===== src/pkg/temp_params.svh =====
// Register offsets, field positions, reset values and timing figures of the
// temperature result back end. Included by the package and the design files.
`ifndef TEMP_PARAMS_SVH
`define TEMP_PARAMS_SVH

// Register offsets
`define ADDR_CONFIG_ONE          8'h01
`define ADDR_CONFIG_TWO          8'h02
`define ADDR_LOCAL_HIGH          8'h0b
`define ADDR_LOCAL_LOW           8'h0c
`define ADDR_LOCAL_OVERTEMP      8'h0d
`define ADDR_REMOTE_HIGH         8'h0e
`define ADDR_REMOTE_LOW          8'h0f
`define ADDR_REMOTE_OVERTEMP     8'h10
`define ADDR_LOCAL_CORRECTION    8'h16
`define ADDR_REMOTE_CORRECTION   8'h17
`define ADDR_LOCAL_FRACTION      8'h40
`define ADDR_LOCAL_WHOLE         8'h41
`define ADDR_REMOTE_FRACTION     8'h42
`define ADDR_REMOTE_WHOLE        8'h43

// Field positions
`define CFG1_MONITOR_RUN_BIT     0
`define CFG1_AVG_DISABLE_BIT     1
`define CFG2_CHANNEL_SEL_BIT     4
`define CFG2_ROUND_ROBIN_BIT     7

// Reset values
`define RST_CONFIG_ONE           8'h01
`define RST_CONFIG_TWO           8'h80
`define RST_HIGH_LIMIT           8'h8b
`define RST_LOW_LIMIT            8'h54
`define RST_OVERTEMP_LIMIT       8'h95
`define RST_CORRECTION           8'h00
`define RST_READING              13'h0000

// Result format
`define READING_W                13
`define FRACTION_W               5
`define READING_MAX              13'h1fff
`define AVG_SAMPLES              16
`define AVG_SHIFT                4
`define CORRECTION_SHIFT         2

// Timing
`define CLK_PERIOD_NS            100
`define NS_PER_MS                1000000
`define SLOT_LOCAL_MS            11
`define SLOT_REMOTE_AVG_MS       32
`define SLOT_REMOTE_RAW_MS       6

`endif


===== src/pkg/temp_pkg.sv =====
// Types shared by the temperature result back end.
// Assumes temp_params.svh sits on the include path.
`include "temp_params.svh"

package temp_pkg;

  typedef logic [`READING_W-1:0] reading_t;

  typedef struct packed {
    logic [7:0] high;
    logic [7:0] low;
    logic [7:0] overtemp;
  } limits_t;

  typedef struct packed {
    logic high;
    logic low;
    logic overtemp;
  } limit_flags_t;

  typedef enum logic [2:0] {
    SEQ_IDLE    = 3'b001,
    SEQ_START   = 3'b010,
    SEQ_CONVERT = 3'b100
  } seq_state_t;

endpackage


===== src/rtl/reading_averager.sv =====
// Averages raw converter samples in groups of sixteen, or passes each through.
// Assumes samples arrive as one-cycle strobes; clear restarts a group.
`timescale 1ns/1ps
`include "temp_params.svh"

module reading_averager #(
  parameter int SAMPLES = `AVG_SAMPLES,
  parameter int SHIFT   = `AVG_SHIFT
) (
  input  wire logic              clk_sys,
  input  wire logic              sys_rst,
  input  wire logic              clear,
  input  wire logic              average_en,
  input  wire logic              sample_valid,
  input  wire temp_pkg::reading_t sample,
  output logic                   result_valid,
  output temp_pkg::reading_t     result
);
  import temp_pkg::*;

  localparam int ACC_W = `READING_W + SHIFT;

  logic [ACC_W-1:0] acc;
  logic [SHIFT-1:0] count;
  logic [ACC_W-1:0] next_acc;
  logic [SHIFT-1:0] next_count;
  logic             next_result_valid;
  reading_t         next_result;
  logic [ACC_W-1:0] sum;

  // Accumulate; the group is emitted on its last sample so nothing is lost
  always_comb begin
    sum               = acc + {{SHIFT{1'b0}}, sample};
    next_acc          = acc;
    next_count        = count;
    next_result_valid = 1'b0;
    next_result       = result;
    if (clear) begin
      next_acc   = '0;
      next_count = '0;
    end else if (sample_valid && !average_en) begin
      next_result_valid = 1'b1;
      next_result       = sample;
    end else if (sample_valid) begin
      if (count == SHIFT'(SAMPLES - 1)) begin
        next_result_valid = 1'b1;
        next_result       = sum[ACC_W-1:SHIFT];
        next_acc          = '0;
        next_count        = '0;
      end else begin
        next_acc   = sum;
        next_count = count + 1'b1;
      end
    end
  end

  always_ff @(posedge clk_sys) begin
    if (sys_rst) begin
      acc          <= '0;
      count        <= '0;
      result_valid <= 1'b0;
      result       <= `RST_READING;
    end else begin
      acc          <= next_acc;
      count        <= next_count;
      result_valid <= next_result_valid;
      result       <= next_result;
    end
  end

  // A group completes only after sixteen samples
  group_len_a: assert property (@(posedge clk_sys) disable iff (sys_rst)
    (result_valid && average_en && !clear) |-> $past(count) == SHIFT'(SAMPLES - 1))
    else $error("averaged result before sixteen samples");

endmodule // reading_averager


===== src/rtl/correct_and_compare.sv =====
// Adds a signed correction to a reading with saturation and checks limits.
// Purely combinational; the caller registers the outputs.
`timescale 1ns/1ps
`include "temp_params.svh"

module correct_and_compare (
  input  wire temp_pkg::reading_t     raw,
  input  wire logic [7:0]             correction,
  input  wire temp_pkg::limits_t      limits,
  output temp_pkg::reading_t          corrected,
  output temp_pkg::limit_flags_t      flags
);
  import temp_pkg::*;

  localparam int SUM_W = `READING_W + 2;

  logic signed [SUM_W-1:0] sum;
  logic signed [SUM_W-1:0] scaled;

  // Correction counts eighths of a degree; a reading counts 1/32, hence the shift
  always_comb begin
    scaled = SUM_W'(signed'({{(SUM_W-10){correction[7]}}, correction, 2'b00}));
    sum    = signed'({2'b00, raw}) + scaled;
    if (sum < 0) begin
      corrected = '0;
    end else if (sum > signed'({2'b00, `READING_MAX})) begin
      corrected = `READING_MAX;
    end else begin
      corrected = sum[`READING_W-1:0];
    end
    flags.high     = corrected[`READING_W-1:`FRACTION_W] >= limits.high;
    flags.low      = corrected[`READING_W-1:`FRACTION_W] <  limits.low;
    flags.overtemp = corrected[`READING_W-1:`FRACTION_W] >= limits.overtemp;
  end

endmodule // correct_and_compare


===== src/rtl/temp_result_format_and_control.sv =====
// Digital back end of a two-channel temperature monitor: sequencing, averaging,
// correction, limit checks and the result/limit registers.
// Assumes a bus engine presents one-cycle read and write strobes with an address,
// and a converter that returns raw 13-bit samples for the channel it was started on.
//
// How it works
// - Each channel's reading is 13 bits: a whole byte and a fraction register.
// - Whole byte is unsigned degrees plus 64; zero means -64, all ones 191.
// - Fraction field holds five bits of 1/32 degree each.
// - Local fraction reads at 0x40, remote fraction at 0x42.
// - At eight conversions per second or slower, readings average sixteen samples.
// - At sixteen per second or faster each raw sample is stored directly.
// - Averaging-disable bit 1 of config one turns averaging off at slow rates.
// - Remote slot lasts 32 ms averaged, 6 ms unaveraged.
// - Round-robin bit 7 of config two alternates channels; zero keeps one.
// - In single-channel mode bit 4 picks local (0, default) or remote (1).
// - The channel's signed correction is added before the reading is stored.
// - Corrections are 8-bit signed eighths of a degree, reset zero.
// - Each channel has high, low and overtemp limits that raise flags.
// - Out of limit means at or above high, or strictly below low.
// - Reading a fraction freezes that channel's bytes until its whole byte is read.
// - Local slot lasts 11 ms; bit 0 of config one runs or stops monitoring.
`timescale 1ns/1ps
`include "temp_params.svh"

module temp_result_format_and_control #(
  parameter int TIMER_W          = 20,
  parameter int LOCAL_SLOT_CYC   = (`SLOT_LOCAL_MS * `NS_PER_MS) / `CLK_PERIOD_NS,
  parameter int REMOTE_AVG_CYC   = (`SLOT_REMOTE_AVG_MS * `NS_PER_MS) / `CLK_PERIOD_NS,
  parameter int REMOTE_RAW_CYC   = (`SLOT_REMOTE_RAW_MS * `NS_PER_MS) / `CLK_PERIOD_NS
) (
  input  wire logic                  clk_sys,
  input  wire logic                  sys_rst,
  input  wire logic [7:0]            reg_addr,
  input  wire logic                  reg_write,
  input  wire logic [7:0]            reg_wdata,
  input  wire logic                  reg_read,
  output logic [7:0]                 reg_rdata,
  input  wire logic                  conv_rate_fast,
  output logic                       conv_start,
  output logic                       conv_remote,
  input  wire logic                  sample_valid,
  input  wire temp_pkg::reading_t    sample,
  output temp_pkg::limit_flags_t     local_flags,
  output temp_pkg::limit_flags_t     remote_flags
);
  import temp_pkg::*;

  // Registers
  logic [7:0]   config_one;
  logic [7:0]   config_two;
  limits_t      local_limits;
  limits_t      remote_limits;
  logic [7:0]   local_correction;
  logic [7:0]   remote_correction;
  reading_t     local_reading;
  reading_t     remote_reading;
  reading_t     local_shown;
  reading_t     remote_shown;
  logic [1:0]   frozen;
  logic [7:0]   next_config_one;
  logic [7:0]   next_config_two;
  limits_t      next_local_limits;
  limits_t      next_remote_limits;
  logic [7:0]   next_local_correction;
  logic [7:0]   next_remote_correction;
  reading_t     next_local_shown;
  reading_t     next_remote_shown;
  logic [1:0]   next_frozen;
  logic [7:0]   next_reg_rdata;

  // Sequencer
  seq_state_t          state;
  seq_state_t          next_state;
  logic [TIMER_W-1:0]  timer;
  logic [TIMER_W-1:0]  next_timer;
  logic                slot_remote;
  logic                next_slot_remote;
  logic                slot_avg;
  logic                next_slot_avg;
  logic                next_conv_start;

  // Result path
  logic                avg_valid;
  reading_t            avg_result;
  reading_t            corrected;
  limit_flags_t        cmp_flags;
  reading_t            next_local_reading;
  reading_t            next_remote_reading;
  limit_flags_t        next_local_flags;
  limit_flags_t        next_remote_flags;

  // Helpers for the fraction/whole register pair of a channel
  function automatic logic [7:0] whole_byte(input reading_t r);
    whole_byte = r[`READING_W-1:`FRACTION_W];
  endfunction

  function automatic logic [7:0] fraction_byte(input reading_t r);
    fraction_byte = {3'b000, r[`FRACTION_W-1:0]};
  endfunction

  // Register writes, freeze tracking and read data
  always_comb begin
    next_config_one        = config_one;
    next_config_two        = config_two;
    next_local_limits      = local_limits;
    next_remote_limits     = remote_limits;
    next_local_correction  = local_correction;
    next_remote_correction = remote_correction;
    next_frozen            = frozen;
    next_reg_rdata         = reg_rdata;
    if (reg_write) begin
      case (reg_addr)
        `ADDR_CONFIG_ONE:        next_config_one         = reg_wdata;
        `ADDR_CONFIG_TWO:        next_config_two         = reg_wdata;
        `ADDR_LOCAL_HIGH:        next_local_limits.high  = reg_wdata;
        `ADDR_LOCAL_LOW:         next_local_limits.low   = reg_wdata;
        `ADDR_LOCAL_OVERTEMP:    next_local_limits.overtemp = reg_wdata;
        `ADDR_REMOTE_HIGH:       next_remote_limits.high = reg_wdata;
        `ADDR_REMOTE_LOW:        next_remote_limits.low  = reg_wdata;
        `ADDR_REMOTE_OVERTEMP:   next_remote_limits.overtemp = reg_wdata;
        `ADDR_LOCAL_CORRECTION:  next_local_correction   = reg_wdata;
        `ADDR_REMOTE_CORRECTION: next_remote_correction  = reg_wdata;
        default: ; // Read-only and unmapped offsets ignore writes
      endcase
    end
    if (reg_read) begin
      case (reg_addr)
        `ADDR_CONFIG_ONE:        next_reg_rdata = config_one;
        `ADDR_CONFIG_TWO:        next_reg_rdata = config_two;
        `ADDR_LOCAL_HIGH:        next_reg_rdata = local_limits.high;
        `ADDR_LOCAL_LOW:         next_reg_rdata = local_limits.low;
        `ADDR_LOCAL_OVERTEMP:    next_reg_rdata = local_limits.overtemp;
        `ADDR_REMOTE_HIGH:       next_reg_rdata = remote_limits.high;
        `ADDR_REMOTE_LOW:        next_reg_rdata = remote_limits.low;
        `ADDR_REMOTE_OVERTEMP:   next_reg_rdata = remote_limits.overtemp;
        `ADDR_LOCAL_CORRECTION:  next_reg_rdata = local_correction;
        `ADDR_REMOTE_CORRECTION: next_reg_rdata = remote_correction;
        `ADDR_LOCAL_FRACTION: begin
          next_reg_rdata = fraction_byte(local_shown);
          next_frozen[0] = 1'b1;
        end
        `ADDR_LOCAL_WHOLE: begin
          next_reg_rdata = whole_byte(local_shown);
          next_frozen[0] = 1'b0;
        end
        `ADDR_REMOTE_FRACTION: begin
          next_reg_rdata = fraction_byte(remote_shown);
          next_frozen[1] = 1'b1;
        end
        `ADDR_REMOTE_WHOLE: begin
          next_reg_rdata = whole_byte(remote_shown);
          next_frozen[1] = 1'b0;
        end
        default:                 next_reg_rdata = 8'h00;
      endcase
    end
    // The host sees a frozen copy; the live reading keeps updating underneath.
    // Holding from the fraction read itself keeps both bytes from one reading.
    next_local_shown  = next_frozen[0] ? local_shown  : local_reading;
    next_remote_shown = next_frozen[1] ? remote_shown : remote_reading;
  end

  always_ff @(posedge clk_sys) begin
    if (sys_rst) begin
      config_one        <= `RST_CONFIG_ONE;
      config_two        <= `RST_CONFIG_TWO;
      local_limits      <= {`RST_HIGH_LIMIT, `RST_LOW_LIMIT, `RST_OVERTEMP_LIMIT};
      remote_limits     <= {`RST_HIGH_LIMIT, `RST_LOW_LIMIT, `RST_OVERTEMP_LIMIT};
      local_correction  <= `RST_CORRECTION;
      remote_correction <= `RST_CORRECTION;
      local_shown       <= `RST_READING;
      remote_shown      <= `RST_READING;
      frozen            <= 2'b00;
      reg_rdata         <= 8'h00;
    end else begin
      config_one        <= next_config_one;
      config_two        <= next_config_two;
      local_limits      <= next_local_limits;
      remote_limits     <= next_remote_limits;
      local_correction  <= next_local_correction;
      remote_correction <= next_remote_correction;
      local_shown       <= next_local_shown;
      remote_shown      <= next_remote_shown;
      frozen            <= next_frozen;
      reg_rdata         <= next_reg_rdata;
    end
  end

  // Slot sequencer: settings are sampled only at a slot boundary
  always_comb begin
    next_state       = state;
    next_timer       = timer;
    next_slot_remote = slot_remote;
    next_slot_avg    = slot_avg;
    next_conv_start  = 1'b0;
    case (state)
      SEQ_IDLE: begin
        if (config_one[`CFG1_MONITOR_RUN_BIT]) begin
          next_state = SEQ_START;
        end
      end
      SEQ_START: begin
        next_slot_avg   = !conv_rate_fast && !config_one[`CFG1_AVG_DISABLE_BIT];
        next_conv_start = 1'b1;
        if (!config_two[`CFG2_ROUND_ROBIN_BIT]) begin
          next_slot_remote = config_two[`CFG2_CHANNEL_SEL_BIT];
        end
        if (next_slot_remote) begin
          next_timer = next_slot_avg ? TIMER_W'(REMOTE_AVG_CYC - 1)
                                     : TIMER_W'(REMOTE_RAW_CYC - 1);
        end else begin
          next_timer = TIMER_W'(LOCAL_SLOT_CYC - 1);
        end
        next_state = SEQ_CONVERT;
      end
      SEQ_CONVERT: begin
        if (timer != '0) begin
          next_timer = timer - 1'b1;
        end else begin
          if (config_two[`CFG2_ROUND_ROBIN_BIT]) begin
            next_slot_remote = !slot_remote;
          end
          // Stopping takes effect at the slot end so a conversion finishes
          next_state = config_one[`CFG1_MONITOR_RUN_BIT] ? SEQ_START : SEQ_IDLE;
        end
      end
      default: next_state = SEQ_IDLE;
    endcase
  end

  always_ff @(posedge clk_sys) begin
    if (sys_rst) begin
      state       <= SEQ_IDLE;
      timer       <= '0;
      slot_remote <= 1'b1; // First round-robin slot is remote
      slot_avg    <= 1'b0;
      conv_start  <= 1'b0;
    end else begin
      state       <= next_state;
      timer       <= next_timer;
      slot_remote <= next_slot_remote;
      slot_avg    <= next_slot_avg;
      conv_start  <= next_conv_start;
    end
  end

  assign conv_remote = slot_remote;

  // Samples count only inside a slot; the group restarts at each slot start.
  // A sample in the last slot cycle is dropped: its result would meet the next channel.
  reading_averager u_averager (
    .clk_sys      (clk_sys),
    .sys_rst      (sys_rst),
    .clear        (state == SEQ_START),
    .average_en   (slot_avg),
    .sample_valid (sample_valid && state == SEQ_CONVERT && timer != '0),
    .sample       (sample),
    .result_valid (avg_valid),
    .result       (avg_result)
  );

  correct_and_compare u_correct (
    .raw        (avg_result),
    .correction (slot_remote ? remote_correction : local_correction),
    .limits     (slot_remote ? remote_limits : local_limits),
    .corrected  (corrected),
    .flags      (cmp_flags)
  );

  // Store the corrected reading and its limit flags for the slot's channel
  always_comb begin
    next_local_reading  = local_reading;
    next_remote_reading = remote_reading;
    next_local_flags    = local_flags;
    next_remote_flags   = remote_flags;
    if (avg_valid && slot_remote) begin
      next_remote_reading = corrected;
      next_remote_flags   = cmp_flags;
    end else if (avg_valid) begin
      next_local_reading = corrected;
      next_local_flags   = cmp_flags;
    end
  end

  always_ff @(posedge clk_sys) begin
    if (sys_rst) begin
      local_reading  <= `RST_READING;
      remote_reading <= `RST_READING;
      local_flags    <= '0;
      remote_flags   <= '0;
    end else begin
      local_reading  <= next_local_reading;
      remote_reading <= next_remote_reading;
      local_flags    <= next_local_flags;
      remote_flags   <= next_remote_flags;
    end
  end

  // Checks
  avg_select_a: assert property (@(posedge clk_sys) disable iff (sys_rst)
    state == SEQ_START |=> slot_avg == !($past(conv_rate_fast)
                                         || $past(config_one[`CFG1_AVG_DISABLE_BIT])))
    else $error("averaging choice wrong at slot start");

  slot_settled_a: assert property (@(posedge clk_sys) disable iff (sys_rst)
    (state == SEQ_CONVERT && timer != '0) |=> ($stable(slot_remote) && $stable(slot_avg)))
    else $error("slot settings changed mid conversion");

  remote_slot_a: assert property (@(posedge clk_sys) disable iff (sys_rst)
    (state == SEQ_START ##1 (slot_remote && slot_avg))
      |-> timer == TIMER_W'(REMOTE_AVG_CYC - 1))
    else $error("remote averaged slot length wrong");

  local_slot_a: assert property (@(posedge clk_sys) disable iff (sys_rst)
    (state == SEQ_START ##1 !slot_remote) |-> timer == TIMER_W'(LOCAL_SLOT_CYC - 1))
    else $error("local slot length wrong");

  alternate_a: assert property (@(posedge clk_sys) disable iff (sys_rst)
    (state == SEQ_CONVERT && timer == '0 && config_two[`CFG2_ROUND_ROBIN_BIT])
      |=> slot_remote != $past(slot_remote))
    else $error("round robin did not alternate");

  stopped_a: assert property (@(posedge clk_sys) disable iff (sys_rst)
    (state == SEQ_IDLE && !config_one[`CFG1_MONITOR_RUN_BIT]) |=> state == SEQ_IDLE ##1 !conv_start)
    else $error("conversion started while stopped");

  freeze_hold_a: assert property (@(posedge clk_sys) disable iff (sys_rst)
    (frozen[0] && !(reg_read && reg_addr == `ADDR_LOCAL_WHOLE)) |=> $stable(local_shown))
    else $error("frozen local reading changed");

  freeze_set_a: assert property (@(posedge clk_sys) disable iff (sys_rst)
    (reg_read && reg_addr == `ADDR_REMOTE_FRACTION) |=> frozen[1]
      && reg_rdata == {3'b000, $past(remote_shown[`FRACTION_W-1:0])})
    else $error("remote fraction read did not freeze");

  high_flag_a: assert property (@(posedge clk_sys) disable iff (sys_rst)
    (avg_valid && !slot_remote) |=> local_flags.high
      == (local_reading[`READING_W-1:`FRACTION_W] >= $past(local_limits.high)))
    else $error("local high flag mismatch");

  saturate_a: assert property (@(posedge clk_sys) disable iff (sys_rst)
    (avg_valid && !slot_remote && !local_correction[7])
      |=> local_reading >= $past(avg_result))
    else $error("positive correction wrapped");

  cover_both_cov: cover property (@(posedge clk_sys) disable iff (sys_rst)
    avg_valid && slot_remote && slot_avg);
  cover_freeze_cov: cover property (@(posedge clk_sys) disable iff (sys_rst)
    frozen[0] && avg_valid && !slot_remote);
  cover_stop_cov: cover property (@(posedge clk_sys) disable iff (sys_rst)
    state == SEQ_CONVERT ##1 state == SEQ_IDLE);

endmodule // temp_result_format_and_control


===== config.mk =====
export PLATFORM = sky130hd
export DESIGN_NAME = temp_result_format_and_control
export DESIGN_NICKNAME = d
export VERILOG_FILES = /design/src/pkg/temp_pkg.sv /design/src/rtl/reading_averager.sv /design/src/rtl/correct_and_compare.sv /design/src/rtl/temp_result_format_and_control.sv
export VERILOG_INCLUDE_DIRS = /design/src /design/src/pkg
export SDC_FILE = /design/constraint.sdc
export NUM_CORES = 1
export LEC_CHECK = 0
export CAP_MARGIN = 20
export CORE_AREA = 2 2 163 165
export DETAILED_ROUTE_END_ITERATION = 10
export DIE_AREA = 0 0 165 167
export DONT_BUFFER_PORTS = 1
export GPL_TIMING_DRIVEN = 0
export SLEW_MARGIN = 20
export SYNTH_ARGS = -nofsm -noshare
export SYNTH_HDL_FRONTEND = slang
export SYNTH_SLANG_ARGS = --single-unit

===== constraint.sdc =====
create_clock -name clk_sys -period 5 [get_ports clk_sys]
set_input_delay 0.5 -clock clk_sys [delete_from_list [all_inputs] [get_ports clk_sys]]
set_output_delay 0.5 -clock clk_sys [all_outputs]
set_load 0.01 [all_outputs]

==> results of run 1 <==
==> layout make-up <==
cell class,count,area (sq um)
Timing Repair Buffer,7,52.6
Fill cell,2464,12900
Inverter,28,105
Buffer,83,437
Clock buffer,30,664
Tap cell,335,419
Clock inverter,13,195
Multi-Input combinational cell,984,6830
Sequential cell,209,4190
==> per-stage QoR <==
stage                     TNS, ns  util (%)  setup WS (ns)
after floorplan                 0         -          0.418
after global placement      -5.30      46.1          -1.05
after detailed placement    -5.54      46.1          -1.11
after CTS                       0      49.7        0.00566
after global routing            0      50.1        0.00439
final                           0      50.1          0.130
==> where the power goes <==
part	total [W]	internal [W]	leakage [nW]	switching (W)
registers	0.00172	0.00169	1.69	0.0000299
clock network	0.00193	0.00120	0.420	0.000731
logic	0.000389	0.000135	2.85	0.000254
==> Yosys cell counts (6+ instances only) <==
| cell | count |
|---|---|
| dfxtp_1 | 209 |
| nor2_1 | 183 |
| a21oi_1 | 99 |
| nand2_1 | 88 |
| mux2i_1 | 81 |
| ha_1 | 50 |
| clkbuf_1 | 49 |
| o21ai_0 | 45 |
| nand3_1 | 41 |
| inv_1 | 27 |
| a211oi_1 | 26 |
| a211o_1 | 23 |
| a22oi_1 | 22 |
| a32o_1 | 21 |
| nor3_1 | 19 |
| and3_1 | 17 |
| buf_2 | 17 |
| nor2b_1 | 15 |
| mux2_2 | 14 |
| nand3b_1 | 14 |
| nand2b_1 | 13 |
| o211ai_1 | 13 |
| xor2_1 | 13 |
| mux4_2 | 12 |
| xnor2_1 | 12 |
| a21o_1 | 11 |
| a31oi_1 | 10 |
| and2_1 | 10 |
| or3_1 | 10 |
| o21a_1 | 9 |
| o41ai_1 | 9 |
| buf_4 | 8 |
| nor3b_1 | 7 |
| nand4_1 | 6 |
| o21bai_1 | 6 |
==> critical path: stages, from the launching register on <==
cell and delay (ns):
dfxtp_4 0.45, buf_8 0.14, buf_12 0.14, mux2_4 0.34, ha_1 0.22, inv_1 0.10, fa_2 0.24, nor2b_4 0.05
o311a_4 0.33, o22a_1 0.21, a311o_1 0.41, or2_1 0.25, buf_6 0.14, buf_6 0.14, and2_1 0.22, ha_1 0.34
nand3_1 0.13, a211oi_2 0.21, a211oi_1 0.08, o211ai_1 0.33, nor2_1 0.09, a22o_1 0.18
==> worst min-delay path by stage <==
stage	startpoint	to	slack (ns)	depth (start not counted)
2_1_floorplan	local_reading[7]$_SDFFE_PP0P_	local_reading[7]$_SDFFE_PP0P_	0.42	2
3_3_place_gp	u_averager.acc[0]$_SDFFE_PP0P_	u_averager.acc[0]$_SDFFE_PP0P_	0.44	2
3_5_place_dp	u_averager.acc[10]$_SDFFE_PP0P_	u_averager.acc[10]$_SDFFE_PP0P_	0.45	2
4_1_cts	reg_wdata[1]	local_limits[17]$_SDFFE_PP1P_	0.07	1
5_1_grt	reg_wdata[3]	local_limits[19]$_SDFFE_PP1P_	0.08	1
6_report	reg_wdata[1]	local_limits[17]$_SDFFE_PP1P_	0.09	1
==> registers in the layout (all words and copies together), names as in the netlist, 13 cells and up <==
signal,count
local_reading,13
remote_shown,13
timer,20
u_averager.acc,17
remote_reading,13
u_averager.result,13
local_shown,13
local_limits,24
remote_limits,24
==> kinds of logic (layout without fill, tap and decap cells) <==
logic type	count (synthesis)	count (layout)	synth area share [%]
buffers and inverters	111	161	4.50
xor gates and xnor gates	25	25	1.91
DFF	209	209	36.5
AOI/OAI and AO/OA	344	344	20.9
adders and majority gates	52	52	5.81
muxes	107	107	10.8
and+or+nand+nor	456	456	19.5
==> routing by layer <==
metal / global-route usage [%] / share of wire [%] / vias to the layer above
li1: - / - / 4845
met1: 36.0 / 46 / 4816
met2: 40.3 / 45 / 298
met3: 4.33 / 6.3 / 73
met4: 7.49 / 2.8 / 2
met5: 0 / 0.026 / -
==> timing repair <==
item	4_1_cts	5_1_grt
hold endpoints to repair	0	0
resized for setup	11	17
setup buffers	3	4
pin swaps	3	6
setup endpoints to repair	6	6
==> run summary, run 1 <==
initial antenna violation count: 1
First-pass DRT Iterations: 5
clock buffer depth: 3
net count reported at finish: 1,425
cell area after layout: 12,900 sq um
outcome: finished, final reports clean
register area share after synthesis: 36.5%
DP HPWL: 26,300 um
Worst Path Max Fanout: 10
Avg Vias per Cell: 5.94
DR WL/cell: 20.7 um
Critical R2R Launch: conv_remote$_SDFFE_PP1P_
Site Rows: 59
post-route antenna net violation count: 0
Max Cap Violations: 0
CTS buffer count: 25
chip width: 165 um
Die H: 167 um
ranking of synthesized cells by area: dfxtp_1 (37%), mux2i_1 (7.1%), nor2_1 (6.0%)
RR Endpoint: remote_flags[1]$_SDFFE_PP0P_
via count: 10,034
final clock skew: 0.0219 ns
Avg Cell Area, Syn: 8.79 sq um
Rel. slew slack: 39.9%
IO Port Bufs: 0
GRT Util Overall: 25.6%
Die Area: 27,600 sq um
Tightest Pin Transition: 0.901 ns
register bit count reported by yosys: 209
Netlist cell types: 89
Root Buffer: clkbuf_16
pwr dens: 313 nW/um^2
Routed WL: 35,000 um
flop-to-flop setup slack: 0.13 ns
Fin. Hold Viols: 0
WP data required: 5.41 ns
Synth top area share: 36.5%
cells after synthesis: 1,304
Crit Path Class: reg -> reg
DP Area: 11,900 sq um
Tmin final: 4.87 ns
pin count of the biggest net entering global routing: 14
Reg clk slew, reported paths: 0.06 ns
GR Overflow Total: 0
Non-Filler Instances: 1,689
Setup crit end: remote_flags[1]$_SDFFE_PP0P_
WP data arrival: 5.28 ns
ys flop type: dfxtp_1
synth-to-layout area growth: 12.5%
commonest non-fill, non-tap cells in the layout: dfxtp_1 (208), nor2_1 (182), a21oi_1 (98), nand2_1 (87), mux2i_1 (78)
synth warn: 0
Leak: 4.96 nW
Final Setup Violations: 0
crit share post-route: 97.4%
starting density of the core: 44.5%
dpl cells: 1,639
CP startpoint kind: flop
RSZ-0062 raised after global routing: no
Hold Slack: 0.0867 ns
core area: 25,800 sq um
total power: 0.00404 W
Post-synth EDFFs: 0
global-route wire length before repair: 55,100 um
Fmax achieved: 0.205 GHz
Antenna Diode Count: 0
share of layout cells above drive strength 1: 10.6%
TritonCTS sink count: 209
final slew viol count: 0
DRT iter0 DRCs: 886
# IOs: 51
CP endpoint kind: flop
CTS H-tree lvls: 1
Yosys top cell by area: dfxtp_1
drt drc: 0
RePlAce Congestion: 0.907
CP Launch Point: conv_remote$_SDFFE_PP1P_
Syn Nets: 1,391
Hold-fix buffers, CTS: 0
Worst R2R Path Depth: 21
hold crit path type: in -> reg
clk_lat worst skew: 0.53 ns
commonest non-fill, non-tap cell in the layout: dfxtp_1
CTS tree: built
vias in the first global route: 9,634
synthesized cell area: 11,500 sq um
peak supply drop: 0.000264 V
Synth async-reset ratio: 0%
(Power assumes the default switching activity.)
==> inputs of run 2 (changes only) <==
- ABC_AREA: default -> 1
- CORE_AREA: 2 2 163 165 -> 2 2 158 160
- DIE_AREA: 0 0 165 167 -> 0 0 160 162
==> run summary, run 2 <==
Synth Area in XOR/XNOR: 2.03% (+0.12 points)
Synth Area in Compound Gates: 25.9% (+5.0 points)
CP endpoint kind: flop
Tightest Pin Transition: 0.884 ns (-0.0170 ns)
Simple-Gate Fraction of Synth Area: 17.8% (-1.7 points)
cells after synthesis: 1,483 (+14%)
Fin. Hold Viols: 0 (unchanged)
Routed WL: 35,400 um (+1.3%)
drt drc: 0 (unchanged)
Netlist cell types: 57 (-36%)
Top delay family on crit path: compound AO/OA/AOI/OAI gates
Crit Path Class: reg -> reg
final core occ: 50.2% (+0.10 points)
Rel. slew slack: 41.1% (+1.1 points)
Avg Vias per Cell: 5.58 (-6.2%)
post-synthesis mux area share: 0% (-11 points)
dpl ws: -0.683 ns (+0.428 ns)
# IOs: 51 (unchanged)
global-route wire length before repair: 54,900 um (-0.34%)
sum of negative setup slack: 0 ns (unchanged)
DP Area: 11,200 sq um (-5.6%)
post-route antenna net violation count: 0 (unchanged)
Final Setup Violations: 0 (unchanged)
ranking of synthesized cells by area: dfxtp_1 (39%), o21ai_0 (9.3%), a21oi_1 (8.5%)
pin count of the biggest net entering global routing: 14 (unchanged)
Tmin final: 4.65 ns (-0.225 ns)
CTS tree: built
WP data arrival: 5.06 ns (-0.22 ns)
Synth async-reset ratio: 0% (unchanged)
Crit path depth: 23 (+9.5%)
TritonCTS sink count: 209 (unchanged)
crit-path max cell delay: 0.45 ns (about the same)
share of layout cells above drive strength 1: 6.42% (-4.2 points)
DR WL/cell: 19.1 um (-7.6%)
register area share after synthesis: 38.7% (+2.2 points)
Reg clk slew, reported paths: 0.06 ns (about the same)
hold path depth: 2 (+1)
cell area after layout: 12,100 sq um (-6.2%)
post_cts resized: 7 (-4)
synth warn: 0 (unchanged)
Yosys top cell by area: dfxtp_1
WP data required: 5.42 ns (about the same)
synthesized cell area: 10,800 sq um (-5.7%)
Syn Nets: 1,570 (+13%)
CTS buffer count: 24 (-4.0%)
Site Rows: 57 (-3.4%)
Post-CTS Setup Bufs: 0 (-3)
Synth top area share: 38.7% (+2.2 points)
Leak: 5.28 nW (+6.4%)
most frequent CP cell: nand2_1
synth-to-layout area growth: 11.9%
most frequent cell after synthesis: nand2_1
GR Overflow Total: 0 (unchanged)
chip width: 160 um (-3.0%)
crit share post-route: 92.9% (-4.5 points)
Buf+Inv Stages, Crit Path: 6 (+1)
RSZ-0062 raised after global routing: no
final slew viol count: 0 (unchanged)
Worst R2R Path Depth: 23 (+9.5%)
commonest non-fill, non-tap cell in the layout: nand2_1
Avg Cell Area, Syn: 7.28 sq um (-17%)
Final Worst Setup Slack: 0.355 ns (+0.225 ns)
hold crit path type: in -> reg
CTS H-tree lvls: 1 (unchanged)
pwr dens: 348 nW/um^2 (+11%)
vias in the first global route: 9,662 (+0.29%)
final clock skew: 0.0148 ns (-0.00710 ns)
clock buffer depth: 3 (unchanged)
via count: 10,320 (+2.9%)
Root Buffer: clkbuf_16
biggest regs: local_limits (24), remote_limits (24), timer (20)
IO Port Bufs: 0 (unchanged)
clk_lat worst skew: 0.52 ns (about the same)
Post-synth EDFFs: 0 (unchanged)
ys flop type: dfxtp_1
peak supply drop: 0.000224 V (-15%)
First-pass DRT Iterations: 6 (+1)
Die Area: 25,900 sq um (-5.9%)
Worst path slowest cell: dfxtp_2
adder-cell share of the synthesized area: 6.16% (+0.35 points)
GRT Util Overall: 27.0% (+1.3 points)
initial antenna violation count: 0 (-1)
CP startpoint kind: flop
largest family of logic cells by synthesized area: compound AO/OA/AOI/OAI gates
CP cell instances: buf_4 > clkbuf_4 > nand2_1 > o21ai_0 > ha_1 > inv_1 > fa_1 > nand3b_1 > nand2_1 > nand3_1 > nand4_1 > nand2_1 > clkbuf_2 > o21ai_1 > inv_1 > ha_1 > o21a_1 > o21ai_0 > nand2_1 > a21oi_1 > o21ai_1 > o21ai_0 > inv_1
DRT iter0 DRCs: 927 (+4.6%)
Antenna Diode Count: 0 (unchanged)
outcome: finished, final reports clean
Worst Path Max Fanout: 10 (unchanged)
DP HPWL: 27,000 um (+2.6%)
RePlAce Congestion: 0.930 (+2.6%)
Max Cap Violations: 0 (unchanged)
starting density of the core: 44.8% (+0.34 points)
commonest non-fill, non-tap cells in the layout: nand2_1 (242), dfxtp_1 (208), o21ai_0 (195), a21oi_1 (183), inv_1 (181)
Fmax achieved: 0.215 GHz (+4.8%)
register bit count reported by yosys: 209 (unchanged)
net count reported at finish: 1,596 (+12%)
Post-synth top cells: nand2_1 (243), dfxtp_1 (209), o21ai_0 (201)
core area: 24,100 sq um (-6.4%)
Hold-fix buffers, CTS: 0 (unchanged)
Die H: 162 um (-3.0%)
run 2: cell types whose count changed after synthesis, moves of 81 or more:
cell	before	now
a21oi_1	99	183
nand2_1	88	243
inv_1	27	181
nor2_1	183	92
mux2i_1	81	0
o21ai_0	45	201
run 2: layer usage:
| layer | wire length, um | share of wire, % | vias up | GRT usage (%) |
|---|---|---|---|---|
| met5 | 0 | 0 | - | 0 |
| met4 | 1290 | 3.7 | 0 | 9.66 |
| met3 | 3120 | 8.8 | 78 | 6.10 |
| met2 | 15700 | 44 | 385 | 43.8 |
| met1 | 15300 | 43 | 4761 | 35.4 |
| li1 | - | - | 5096 | - |
run 2: cell type report:
type / instances / area [sq um]
Clock buffer: 34 / 729
Inverter: 189 / 717
Sequential cell: 209 / 4190
Tap cell: 324 / 405
Multi-Input combinational cell: 1021 / 5620
Buffer: 64 / 299
Fill cell: 2507 / 12000
Clock inverter: 10 / 131
run 2: path summary, 6_finish.rpt:
kind / start / to / slack [ns]
worst min register to register: remote_shown[5]$_SDFFE_PP0N_ / remote_shown[5]$_SDFFE_PP0N_ / 0.45
worst max-delay path: conv_remote$_SDFFE_PP1P_ / remote_flags[2]$_SDFFE_PP0P_ / 0.35
worst max register to register: conv_remote$_SDFFE_PP1P_ / remote_flags[2]$_SDFFE_PP0P_ / 0.35
worst min-delay path: reg_wdata[3] / local_limits[19]$_SDFFE_PP1P_ / 0.12
run 2: worst register-to-register path, stage by stage, from the launching register on:
cell      delay (ns)
dfxtp_2         0.45
buf_4           0.26
clkbuf_4        0.29
nand2_1         0.10
o21ai_0         0.12
ha_1            0.22
inv_1           0.05
fa_1            0.40
nand3b_1        0.18
nand2_1         0.16
nand3_1         0.12
nand4_1         0.10
nand2_1         0.12
clkbuf_2        0.20
o21ai_1         0.29
inv_1           0.20
ha_1            0.34
o21a_1          0.11
o21ai_0         0.13
nand2_1         0.07
a21oi_1         0.20
o21ai_1         0.19
o21ai_0         0.19
inv_1           0.06
run 2: stage by stage:
stage	total power [W]	cells	hold slack, ns
finish	0.00420	1851	0.118
global route	0.00437	1851	0.115
CTS	0.00422	1851	0.106
detailed placement	0.00233	1807	0.448
global placement	0.00232	1807	0.440
floorplan	0.00216	1483	0.430
run 2: cells by family (layout without fill, tap and decap cells):
group	after synthesis	after routing
DFF	209	209
xor gates and xnor gates	25	25
adders and majority gates	52	52
and+or+nand+nor	440	440
buffers and inverters	253	297
AOI/OAI and AO/OA	504	504
run 2: report_power, final:
group	switching [W]	leakage, nW	internal, W	total, W
Sequential	0.0000376	1.69	0.00170	0.00174
Clock	0.000732	0.427	0.00117	0.00190
Combinational	0.000389	3.16	0.000179	0.000568
